## src/rtl/cmd_ring_pkg.sv

```systemverilog
// =====================================================================
// constants and types shared by the command ring fetch logic
package cmd_ring_pkg;
  // =====================================================================
  // ring indices and geometry
  localparam int NUM_RINGS = 2;
  localparam int RING_LP = 0;
  localparam int RING_IRQ = 1;
  localparam int START_W = 20;  // page number of a 4 KB aligned base
  localparam int LEN_W = 9;  // pages minus one, 512 pages = 2 MB
  localparam int HEAD_W = 19;  // dword offset inside a 2 MB ring
  localparam int TAIL_W = 18;  // qword offset inside a 2 MB ring
  localparam int WRAP_W = 11;  // 2048 virtual ring lengths
  localparam int DMA_W = 17;  // double-qword offset
  localparam logic [9:0] PAGE_LAST_DW = 10'h3ff;
  localparam logic [11:0] PAGE_ZERO = 12'h000;
  // =====================================================================
  // head reporting
  localparam int CLK_PERIOD_NS = 50;
  localparam int REPORT_PERIOD_NS = 10000;
  localparam int REPORT_CYCLES = REPORT_PERIOD_NS / CLK_PERIOD_NS;
  localparam logic [11:0] LP_REPORT_DISP = 12'h030;
  localparam logic [11:0] IRQ_REPORT_DISP = 12'h034;
  localparam logic [5:0] REPORT_HEAD_OP = 6'h07;
  // =====================================================================
  // client field decode and sequencer states
  localparam logic [2:0] CLIENT_PARSER = 3'h0;
  localparam logic [2:0] CLIENT_2D = 3'h2;
  localparam logic [2:0] CLIENT_3D = 3'h3;
  typedef enum logic [3:0] {
    DEST_PARSER = 4'b0001,
    DEST_2D = 4'b0010,
    DEST_3D = 4'b0100,
    DEST_OTHER = 4'b1000
  } dest_type;
  typedef enum logic [3:0] {
    ST_IDLE = 4'b0001,
    ST_FETCH = 4'b0010,
    ST_HOLD = 4'b0100,
    ST_REPORT = 4'b1000
  } state_type;
  // =====================================================================
  // ring configuration fields, held by software
  typedef struct packed {
    logic valid;
    logic [START_W-1:0] start;
    logic [LEN_W-1:0] len;
  } ring_cfg_type;
endpackage

```

## src/rtl/cmd_ring_fetch.sv

```systemverilog
`timescale 1ns/1ps
module cmd_ring_fetch (
  // clock and reset
  input wire logic sys_clk_i,
  input wire logic nrst_i,
  // ring registers, decoded from the 512 KB map outside this block
  input wire cmd_ring_pkg::ring_cfg_type [1:0] cfg_i,
  input wire logic [1:0] auto_report_i,
  input wire logic [1:0] head_wr_i,
  input wire logic [18:0] head_wdata_i,
  input wire logic [1:0] tail_wr_i,
  input wire logic [17:0] tail_wdata_i,
  input wire logic [19:0] hw_status_page_reg_i,
  output logic [1:0][31:0] head_ptr_o,
  output logic [1:0][16:0] dma_ptr_o,
  output logic [1:0] ring_empty_o,
  // instruction read port
  output logic rd_req_o,
  output logic [31:0] rd_addr_o,
  input wire logic rd_ack_i,
  input wire logic [31:0] rd_data_i,
  // status page write port
  output logic wr_req_o,
  output logic [31:0] wr_addr_o,
  output logic [31:0] wr_data_o,
  input wire logic wr_ack_i,
  // instruction output to engines
  output logic out_valid_o,
  output logic [31:0] out_data_o,
  output cmd_ring_pkg::dest_type out_dest_o,
  input wire logic out_ready_i
);
  // =====================================================================
  // helpers
  // step a dword offset, returning to zero past the last programmed page
  function automatic logic [18:0] next_dw(input logic [18:0] off, input logic [8:0] len);
    next_dw = (off == {len, cmd_ring_pkg::PAGE_LAST_DW}) ? 19'h00000 : off + 19'h00001;
  endfunction

  function automatic logic [31:0] byte_addr(input logic [19:0] page, input logic [18:0] off);
    byte_addr = {page, cmd_ring_pkg::PAGE_ZERO} + {11'h000, off, 2'h0};
  endfunction

  function automatic cmd_ring_pkg::dest_type client(input logic [31:0] d);
    case (d[31:29])
      cmd_ring_pkg::CLIENT_PARSER: client = cmd_ring_pkg::DEST_PARSER;
      cmd_ring_pkg::CLIENT_2D: client = cmd_ring_pkg::DEST_2D;
      cmd_ring_pkg::CLIENT_3D: client = cmd_ring_pkg::DEST_3D;
      default: client = cmd_ring_pkg::DEST_OTHER;
    endcase
  endfunction

  // =====================================================================
  // state
  cmd_ring_pkg::state_type state;
  logic [18:0] head [2];
  logic [10:0] wrap [2];
  logic [18:0] fptr [2];
  logic [17:0] tail [2];
  logic [1:0] rep_pend;
  logic act;
  logic rep_ring;
  logic [7:0] rep_cnt;

  // =====================================================================
  // decode
  // both rings are one structure; only the fetch and report pick order and the report displacement differ
  wire report_tick;
  wire rep_instr;
  wire [1:0] pend;
  wire [1:0] empty;
  wire [1:0] rep_set;
  wire [1:0] rep_clr;
  for (genvar g = 0; g < 2; g++) begin : g_ring
    // fetch compares against the fetch pointer, so prefetch stops at tail
    assign pend[g] = cfg_i[g].valid && (fptr[g] != {tail[g], 1'b0});
    assign empty[g] = head[g] == {tail[g], 1'b0};
    assign rep_set[g] = (report_tick && auto_report_i[g])
                      || (rep_instr && act == 1'(g));
    assign rep_clr[g] = (state == cmd_ring_pkg::ST_REPORT) && wr_ack_i && rep_ring == 1'(g);
    // head register format: wrap count, dword offset, two zero bits
    assign head_ptr_o[g] = {wrap[g], head[g], 2'h0};
    assign dma_ptr_o[g] = fptr[g][18:2];
  end

  assign report_tick = rep_cnt == 8'(cmd_ring_pkg::REPORT_CYCLES - 1);
  wire pick = pend[cmd_ring_pkg::RING_IRQ];
  wire fetched = (state == cmd_ring_pkg::ST_FETCH) && rd_ack_i;
  wire accept = out_valid_o && out_ready_i;
  wire [8:0] act_len = cfg_i[act].len;
  wire head_last = head[act] == {act_len, cmd_ring_pkg::PAGE_LAST_DW};
  assign rep_instr = accept && out_dest_o == cmd_ring_pkg::DEST_PARSER
                   && out_data_o[28:23] == cmd_ring_pkg::REPORT_HEAD_OP;
  wire [11:0] rep_disp = rep_pend[cmd_ring_pkg::RING_IRQ] ? cmd_ring_pkg::IRQ_REPORT_DISP
                                                           : cmd_ring_pkg::LP_REPORT_DISP;
  wire next_rep_ring = rep_pend[cmd_ring_pkg::RING_IRQ];

  // =====================================================================
  // report period divider, free running so reports stay periodic
  always_ff @(posedge sys_clk_i or negedge nrst_i) begin
    if (!nrst_i) begin
      rep_cnt <= 8'h00;
    end else if (report_tick) begin
      rep_cnt <= 8'h00;
    end else begin
      rep_cnt <= rep_cnt + 8'h01;
    end
  end

  // =====================================================================
  // per-ring pointers
  // head write reloads the fetch pointer too; valid never touches either
  always_ff @(posedge sys_clk_i or negedge nrst_i) begin
    if (!nrst_i) begin
      for (int r = 0; r < 2; r++) begin
        head[r] <= 19'h00000;
        wrap[r] <= 11'h000;
        fptr[r] <= 19'h00000;
        tail[r] <= 18'h00000;
      end
      rep_pend <= 2'h0;
      ring_empty_o <= 2'h3;
    end else begin
      for (int r = 0; r < 2; r++) begin
        if (head_wr_i[r]) begin
          head[r] <= head_wdata_i;
          fptr[r] <= head_wdata_i;
        end else begin
          if (accept && act == 1'(r)) begin
            head[r] <= next_dw(head[r], act_len);
            if (head_last) begin
              wrap[r] <= wrap[r] + 11'h001;
            end
          end
          if (fetched && act == 1'(r)) begin
            fptr[r] <= next_dw(fptr[r], act_len);
          end
        end
        // a smaller tail is just a wrapped submission, no special case
        if (tail_wr_i[r]) begin
          tail[r] <= tail_wdata_i;
        end
        ring_empty_o[r] <= empty[r];
      end
      // a new report request wins over the clear of the previous one
      rep_pend <= rep_set | (rep_pend & ~rep_clr);
    end
  end

  // =====================================================================
  // fetch and report sequencer
  // one read in flight keeps prefetch to a single dword past head
  always_ff @(posedge sys_clk_i or negedge nrst_i) begin
    if (!nrst_i) begin
      state <= cmd_ring_pkg::ST_IDLE;
      act <= 1'b0;
      rep_ring <= 1'b0;
      rd_req_o <= 1'b0;
      rd_addr_o <= 32'h00000000;
      wr_req_o <= 1'b0;
      wr_addr_o <= 32'h00000000;
      wr_data_o <= 32'h00000000;
      out_valid_o <= 1'b0;
      out_data_o <= 32'h00000000;
      out_dest_o <= cmd_ring_pkg::DEST_PARSER;
    end else begin
      unique case (state)
        cmd_ring_pkg::ST_IDLE: begin
          if (|rep_pend) begin
            state <= cmd_ring_pkg::ST_REPORT;
            rep_ring <= next_rep_ring;
            wr_req_o <= 1'b1;
            wr_addr_o <= {hw_status_page_reg_i, rep_disp};
            wr_data_o <= head_ptr_o[next_rep_ring];
          end else if (|pend) begin
            // interrupt ring first; low-priority only when it is idle
            state <= cmd_ring_pkg::ST_FETCH;
            act <= pick;
            rd_req_o <= 1'b1;
            rd_addr_o <= byte_addr(cfg_i[pick].start, fptr[pick]);
          end
        end
        cmd_ring_pkg::ST_FETCH: begin
          if (rd_ack_i) begin
            state <= cmd_ring_pkg::ST_HOLD;
            rd_req_o <= 1'b0;
            out_valid_o <= 1'b1;
            out_data_o <= rd_data_i;
            out_dest_o <= client(rd_data_i);
          end
        end
        cmd_ring_pkg::ST_HOLD: begin
          if (out_ready_i) begin
            state <= cmd_ring_pkg::ST_IDLE;
            out_valid_o <= 1'b0;
          end
        end
        cmd_ring_pkg::ST_REPORT: begin
          if (wr_ack_i) begin
            state <= cmd_ring_pkg::ST_IDLE;
            wr_req_o <= 1'b0;
          end
        end
      endcase
    end
  end
endmodule

```

## config.mk

```make
export PLATFORM = sky130hd
export DESIGN_NAME = cmd_ring_fetch
export DESIGN_NICKNAME = d
export VERILOG_FILES = /design/src/rtl/cmd_ring_pkg.sv /design/src/rtl/cmd_ring_fetch.sv
export SDC_FILE = /design/constraint.sdc
export NUM_CORES = 1
export LEC_CHECK = 0
export BUFFER_PORTS_ARGS = -buffer_cell sky130_fd_sc_hd__clkbuf_2
export CAP_MARGIN = 20
export CORE_MARGIN = 3
export CORE_UTILIZATION = 30
export DETAILED_ROUTE_END_ITERATION = 6
export PLACE_DENSITY = 0.61
export SLEW_MARGIN = 0
export SYNTH_ARGS = -nofsm -noshare
export SYNTH_HDL_FRONTEND = slang
export SYNTH_SLANG_ARGS = --single-unit
```

## constraint.sdc

```tcl
create_clock -name sys_clk_i -period 4.9 [get_ports sys_clk_i]
set_clock_uncertainty 0.15 [all_clocks]
set_input_delay 0.49 -clock sys_clk_i [delete_from_list [all_inputs] [get_ports sys_clk_i]]
set_output_delay 0.49 -clock sys_clk_i [all_outputs]
set_load 0.1 [all_outputs]
```

==> Yosys cells after proc, flatten, opt, wreduce, memory -nomap -nowiden <==
Index checks and enable logic that the tools add are counted.
{ "totals": {"register_bits": 287, "in_bits": 160, "output_inout_bits": 235, "word_cells": 151} }
{ "classes": {"add_sub_neg": 8, "magnitude_cmp": 5, "eq_ne": 25, "n_mux": 43, "bitwise_logic": 10, "n_reduce_logical": 38} }
{ "op_table": {"columns": ["operator", "n"], "rows": [
  ["$mux W19", 18],
  ["$eq A19 B19 Y1", 7],
  ["$add A19 B1 Y19 const B", 4],
  ["$mux W32", 2],
  ["$mux W29", 2],
  ["$ne A19 B19 Y1", 2],
  ["$add A32 B21 Y32", 1],
  ["$add A11 B1 Y11 const B", 2],
  ["$mux W4", 5],
  ["$mux W9", 2],
  ["$logic_and A1 B1 Y1", 17],
  ["$pmux W4 S4", 1],
  ["$reduce_and A3 Y1", 5],
  ["$reduce_bool A2 Y1", 7],
  ["$ne A2 B2 Y1 const B", 6],
  ["$pmux W4 S3", 1],
  ["$add A8 B1 Y8 const B", 1],
  ["$eq A4 B1 Y1 const B", 2],
  ["$eq A8 B8 Y1 const B", 1],
  ["$mux W8", 1],
  ["$reduce_and A4 Y1", 2],
  ["$mux W1", 7],
  ["$eq A3 B2 Y1 const B", 2],
  ["$eq A6 B3 Y1 const B", 1],
  ["17 further kinds", 30]
]} }

==> Longest topological paths before layout <==
{ "logic_depth": {"word_depth": 7, "depth_mapped": 19} }

==> Least setup slack after synthesis <==
OpenSTA, ideal clock, no wires.
{ "synth_path": {"path_type": "reg-to-reg", "from": "reg fptr, in the netlist dma_ptr_o[28]", "to": "reg rd_addr_o[26]", "setup_ns": 0.138, "t_arrival_ns": 4.176, "required_time_ns": 4.612, "slack_ns": 0.436, "path_stages_with_launch": 19, "period_less_slack_ns": 4.464, "path_cell_list": "dfrtp_1 -> clkbuf_1 -> xor2_1 -> nor4_1 -> nand4_1 -> o41ai_2 -> buf_2 -> buf_2 -> mux2_2 -> ha_1 -> fa_1 -> a211oi_1 -> o21a_1 -> o21ai_0 -> nand3_1 -> mux2i_1 -> nand3_1 -> xor2_1 -> o221ai_1"} }
{ "synth_via": {"elab_chain_cells": 7, "word_cells_on_any_way": 11, "classes_between": "add/sub (1); eq/ne (1); mux (5); bitwise (1); reduce/logical (3)"} }
{ "synth_rtl": {"columns": ["element", "line_no", "text"], "rows": [
  ["from (decl)", "cmd_ring_fetch.sv:58", "logic [18:0] fptr [2];"],
  ["from (signal, indexed assignment)", "cmd_ring_fetch.sv:127", "fptr[r] <= head_wdata_i;"],
  ["from (signal, indexed assignment)", "cmd_ring_fetch.sv:136", "fptr[r] <= next_dw(fptr[r], act_len);"],
  ["$ne A19 B19 Y1", "cmd_ring_fetch.sv:76", "assign pend[g] = cfg_i[g].valid && (fptr[g] != {tail[g], 1'b0});"],
  ["$logic_and A1 B1 Y1", "cmd_ring_fetch.sv:76", null],
  ["$not A1 Y2 (implied by the code)", "cmd_ring_fetch.sv:180", "rd_addr_o <= byte_addr(cfg_i[pick].start, fptr[pick]);"],
  ["$mux W19 (implied by the code) (3 in a row)", "cmd_ring_fetch.sv:180", null],
  ["$add A32 B21 Y32", "cmd_ring_fetch.sv:41", "byte_addr = {page, cmd_ring_pkg::PAGE_ZERO} + {11'h000, off, 2'h0};"],
  ["to (signal assigned)", "cmd_ring_fetch.sv:180", null],
  ["to (decl)", "cmd_ring_fetch.sv:19", "output logic [31:0] rd_addr_o,"]
]} }
Several ways; a longest one is shown, not always the timed one. The select of a mux whose other input is x is not followed.
A chain may end at the register's enable or synchronous reset.

==> Worst setup path in the final report <==
{ "layout_path": {"from": "reg fptr, in the netlist dma_ptr_o[23]", "to": "reg rd_addr_o[26]"} }
The elaborated chain is that of the path after synthesis.

==> metrics.yaml <==
overflow: 0
synth_cells: 1610
die_area_um2: 53300
met1_usage_pct: 28.5
port_buffers: 377
hold_viol_final: 0
cap_viol_max_count: 0
arrival_ns: 4.83
synth_area_um2: 15200
core_um2: 49500
antenna_found_initial: 0
worst-path-buf-inv: 1
die_w_um: 231
drc: 0
synth_area_per_cell_um2: 9.43
grt_pass1_vias: 13311
dpl.hpwl_mm: 44.9
clkSinkCount: 272
path_depth: 16
design_area_um2: 18900
p_sw_share_pct: 53.1
max_freq_ghz: 0.218
cp_max_fo: 16
ys_warn_count: 0
top_usage_layer: "met2"
drive_gt1_share_pct: 28.8
crit_end: "rd_addr_o[26]"
powerDensity_nw_per_um2: 583
clockPowerShare_pct: 22.6
ys.flop_type: "dfrtp_1"
setup_viol: 0
rr_worst_depth: 16
finalCritPeriodShare_pct: 93.6
dr.pass1.iters: 5
place_congestion: 1.02
place_area_um2: 17500
io_pins: 395
synth_async_sr_flop_share_pct: 100
hold_path_class: "in2reg"
floorplan.initialDensity_pct: 30.7
fin_ws_ns: 0.316
instances_no_fill: 2634
grt_max_degree: 115
slew_headroom_pct: 39.6
slew_viol_final: 0
total_leakage_power_uw: 0.00884
clk_path_buf_depth: 3
net-switching-power_uw: 5840
worstPathCellList: "xor2_1, nor4_1, nand4_1, o41ai_4, buf_4, mux2_2, ha_1, fa_1, a211oi_1, o21a_1, o21ai_0, nand3_1, mux2i_2, nand3_1, xor2_1, o221ai_1"
synth.distinct_cells: 63
status: "completed"
ys_seq_area_share_pct: 44.9
min_from: "wr_ack_i"
ff2ff_setup_slack_ns: 0.32
grt_pass1_wl_mm: 86.7
grtUsageMet3_pct: 5.82
post_drt_via_cell_ratio: 5.14
clk_pin_slew_ns: 0.06
critPathTopFamily: "compound AO/OA/AOI/OAI gates"
period_needed_ns: 4.58
wl_per_cell_um: 22.4
dp.cells: 2544
synth_edf_count: 0
die_y_um: 231
internal_power_uw: 5170
crit_start: "dma_ptr_o[23]"
postRouteAntennaNets: 0
seq_power_share_pct: 29.9
layout_commonest_cell: "clkbuf_2"
mostFrequentLayoutCells: "clkbuf_2 (376), dfrtp_1 (267), nand2_1 (261)"
rsz0062_at_grt: "no"
clk_latency_ns: 0.54
ir_drop_uv: 487
nNetsFinal: 2124
rr_startpoint: "dma_ptr_o[23]"
critPathCaptureType: "flop"
pre_cts_slack_ns: 0.339
slowest_stage: "dfrtp_1"
clockRootBuffer: "clkbuf_16"
cts_tree: "done"
track_usage_pct: 21.6
max_stage_delay_ns: 0.49
htreeDepth: 2
start_kind: "flop"
area_growth_pct: 24.4
num_vias: 13532
synth-seq-cells: 272
fp-row-count: 81
tightest_slew_ns: 0.906
comb_power_share_pct: 47.5
cp_data_required_time_ns: 5.15
cts_made_buffers: 34
crit_type: "reg2reg"
drt-initial-drc-count: 1047
wl_mm: 59.0
tns_ns: 0
nFillCells: 5026
reg2reg_to: "rd_addr_o[26]"
met2_usage_pct: 33.6
==> worst register-to-register path, delay by kind of cell (launching register included) <==
family | cells | cell delay [ns]
flops | 1 | 0.49
fa+ha+maj | 2 | 0.66
buf+inv | 1 | 0.30
simple gates | 4 | 0.85
mux | 2 | 0.51
compound gates | 5 | 1.13
xor+xnor | 2 | 0.35
==> logic make-up after synthesis <==
family                   synth area share, %
AND/OR/NAND/NOR                         18.4
flip-flops                              44.9
AO/OA/AOI/OAI                           9.52
buffers and inverters                   5.77
XOR/XNOR                                9.93
multiplexers                            10.0
adder cells (fa/ha/maj)                 1.45
other                                 0.0247
==> layout make-up <==
type | instances | area (um^2) | share of cell area [%]
flip-flops and latches | 272 | 6810 | 36.1
multi-input cells | 1180 | 7580 | 40.1
inverters | 21 | 78.8 | 0.418
clock buffers | 50 | 1020 | 5.43
well taps | 664 | 831 | 4.40
diodes | 1 | 2.50 | 0.0133
clock inverters | 8 | 71.3 | 0.378
repair buffers | 438 | 2480 | 13.1
==> Yosys cell counts (all sizes together) (21+ instances only) <==
master	instances	area (um^2)
nand2	261	980
buf	70	485
nor2	100	375
mux2	77	867
mux2i	61	651
a21oi	79	395
o311ai	24	210
xor2	114	998
inv	21	78.8
nor3	31	170
dfrtp	268	6710
clkbuf	83	312
nand4	29	194
and3	30	188
o21ai	90	450
xnor2	58	508
nand3	63	315
nor4	30	194
==> layer usage <==
layer  vias to the layer above  share of wire, %
met1                      6555                42
met5                         -                 0
met4                         0               4.2
li1                       6221                 -
met3                       109               9.0
met2                       647                45
==> repair_timing <==
action                                  4_1_cts  5_1_grt
endpoints found under the setup margin        0        1
buffers inserted                              0        0
hold buffers                                 31        0
hold endpoints to repair                     98        0
gates resized for setup                       0        1
==> state kept, by name (all words and copies together), names as in the netlist <==
register,cells
head_ptr_o,60
tail,36
dma_ptr_o,34
out_data_o,32
rd_addr_o,30
wr_data_o,30
wr_addr_o,22
rep_cnt,8
fptr,4
out_dest_o,4
state,4
rep_pend,2
ring_empty_o,2
act,1
out_valid_o,1
rd_req_o,1
wr_req_o,1
==> worst min path at each step <==
stage	endpoint	slack [ns]	depth (start not counted)
floorplan	act	0.04	0
global placement	rep_cnt[0]	0.30	1
detailed placement	rep_cnt[0]	0.31	1
CTS	state[3]	0.006	2
global route	rep_pend[0]	0.01	3
finish	state[3]	0.05	2
==> power by group through the flow <==
stage | sequential (uW) | combinational (uW) | clock (uW)
floorplan | 5520 | 1820 | 0
global route | 3360 | 5480 | 2660
detailed placement | 3320 | 5220 | 0
CTS | 3290 | 5240 | 2570
finish | 3290 | 5230 | 2490
global placement | 3300 | 5180 | 0
==> metrics by stage <==
stage	utilization (%)	hold slack, ns	power (uW)
3_5_place_dp	35.3	0.310	8530
6_report	38.2	0.0469	11000
3_3_place_gp	35.3	0.298	8490
4_1_cts	38.2	0.00636	11100
5_1_grt	38.2	0.0102	11500
2_1_floorplan	-	0.0444	7340
Note: power is estimated with default switching activity, not from simulation.
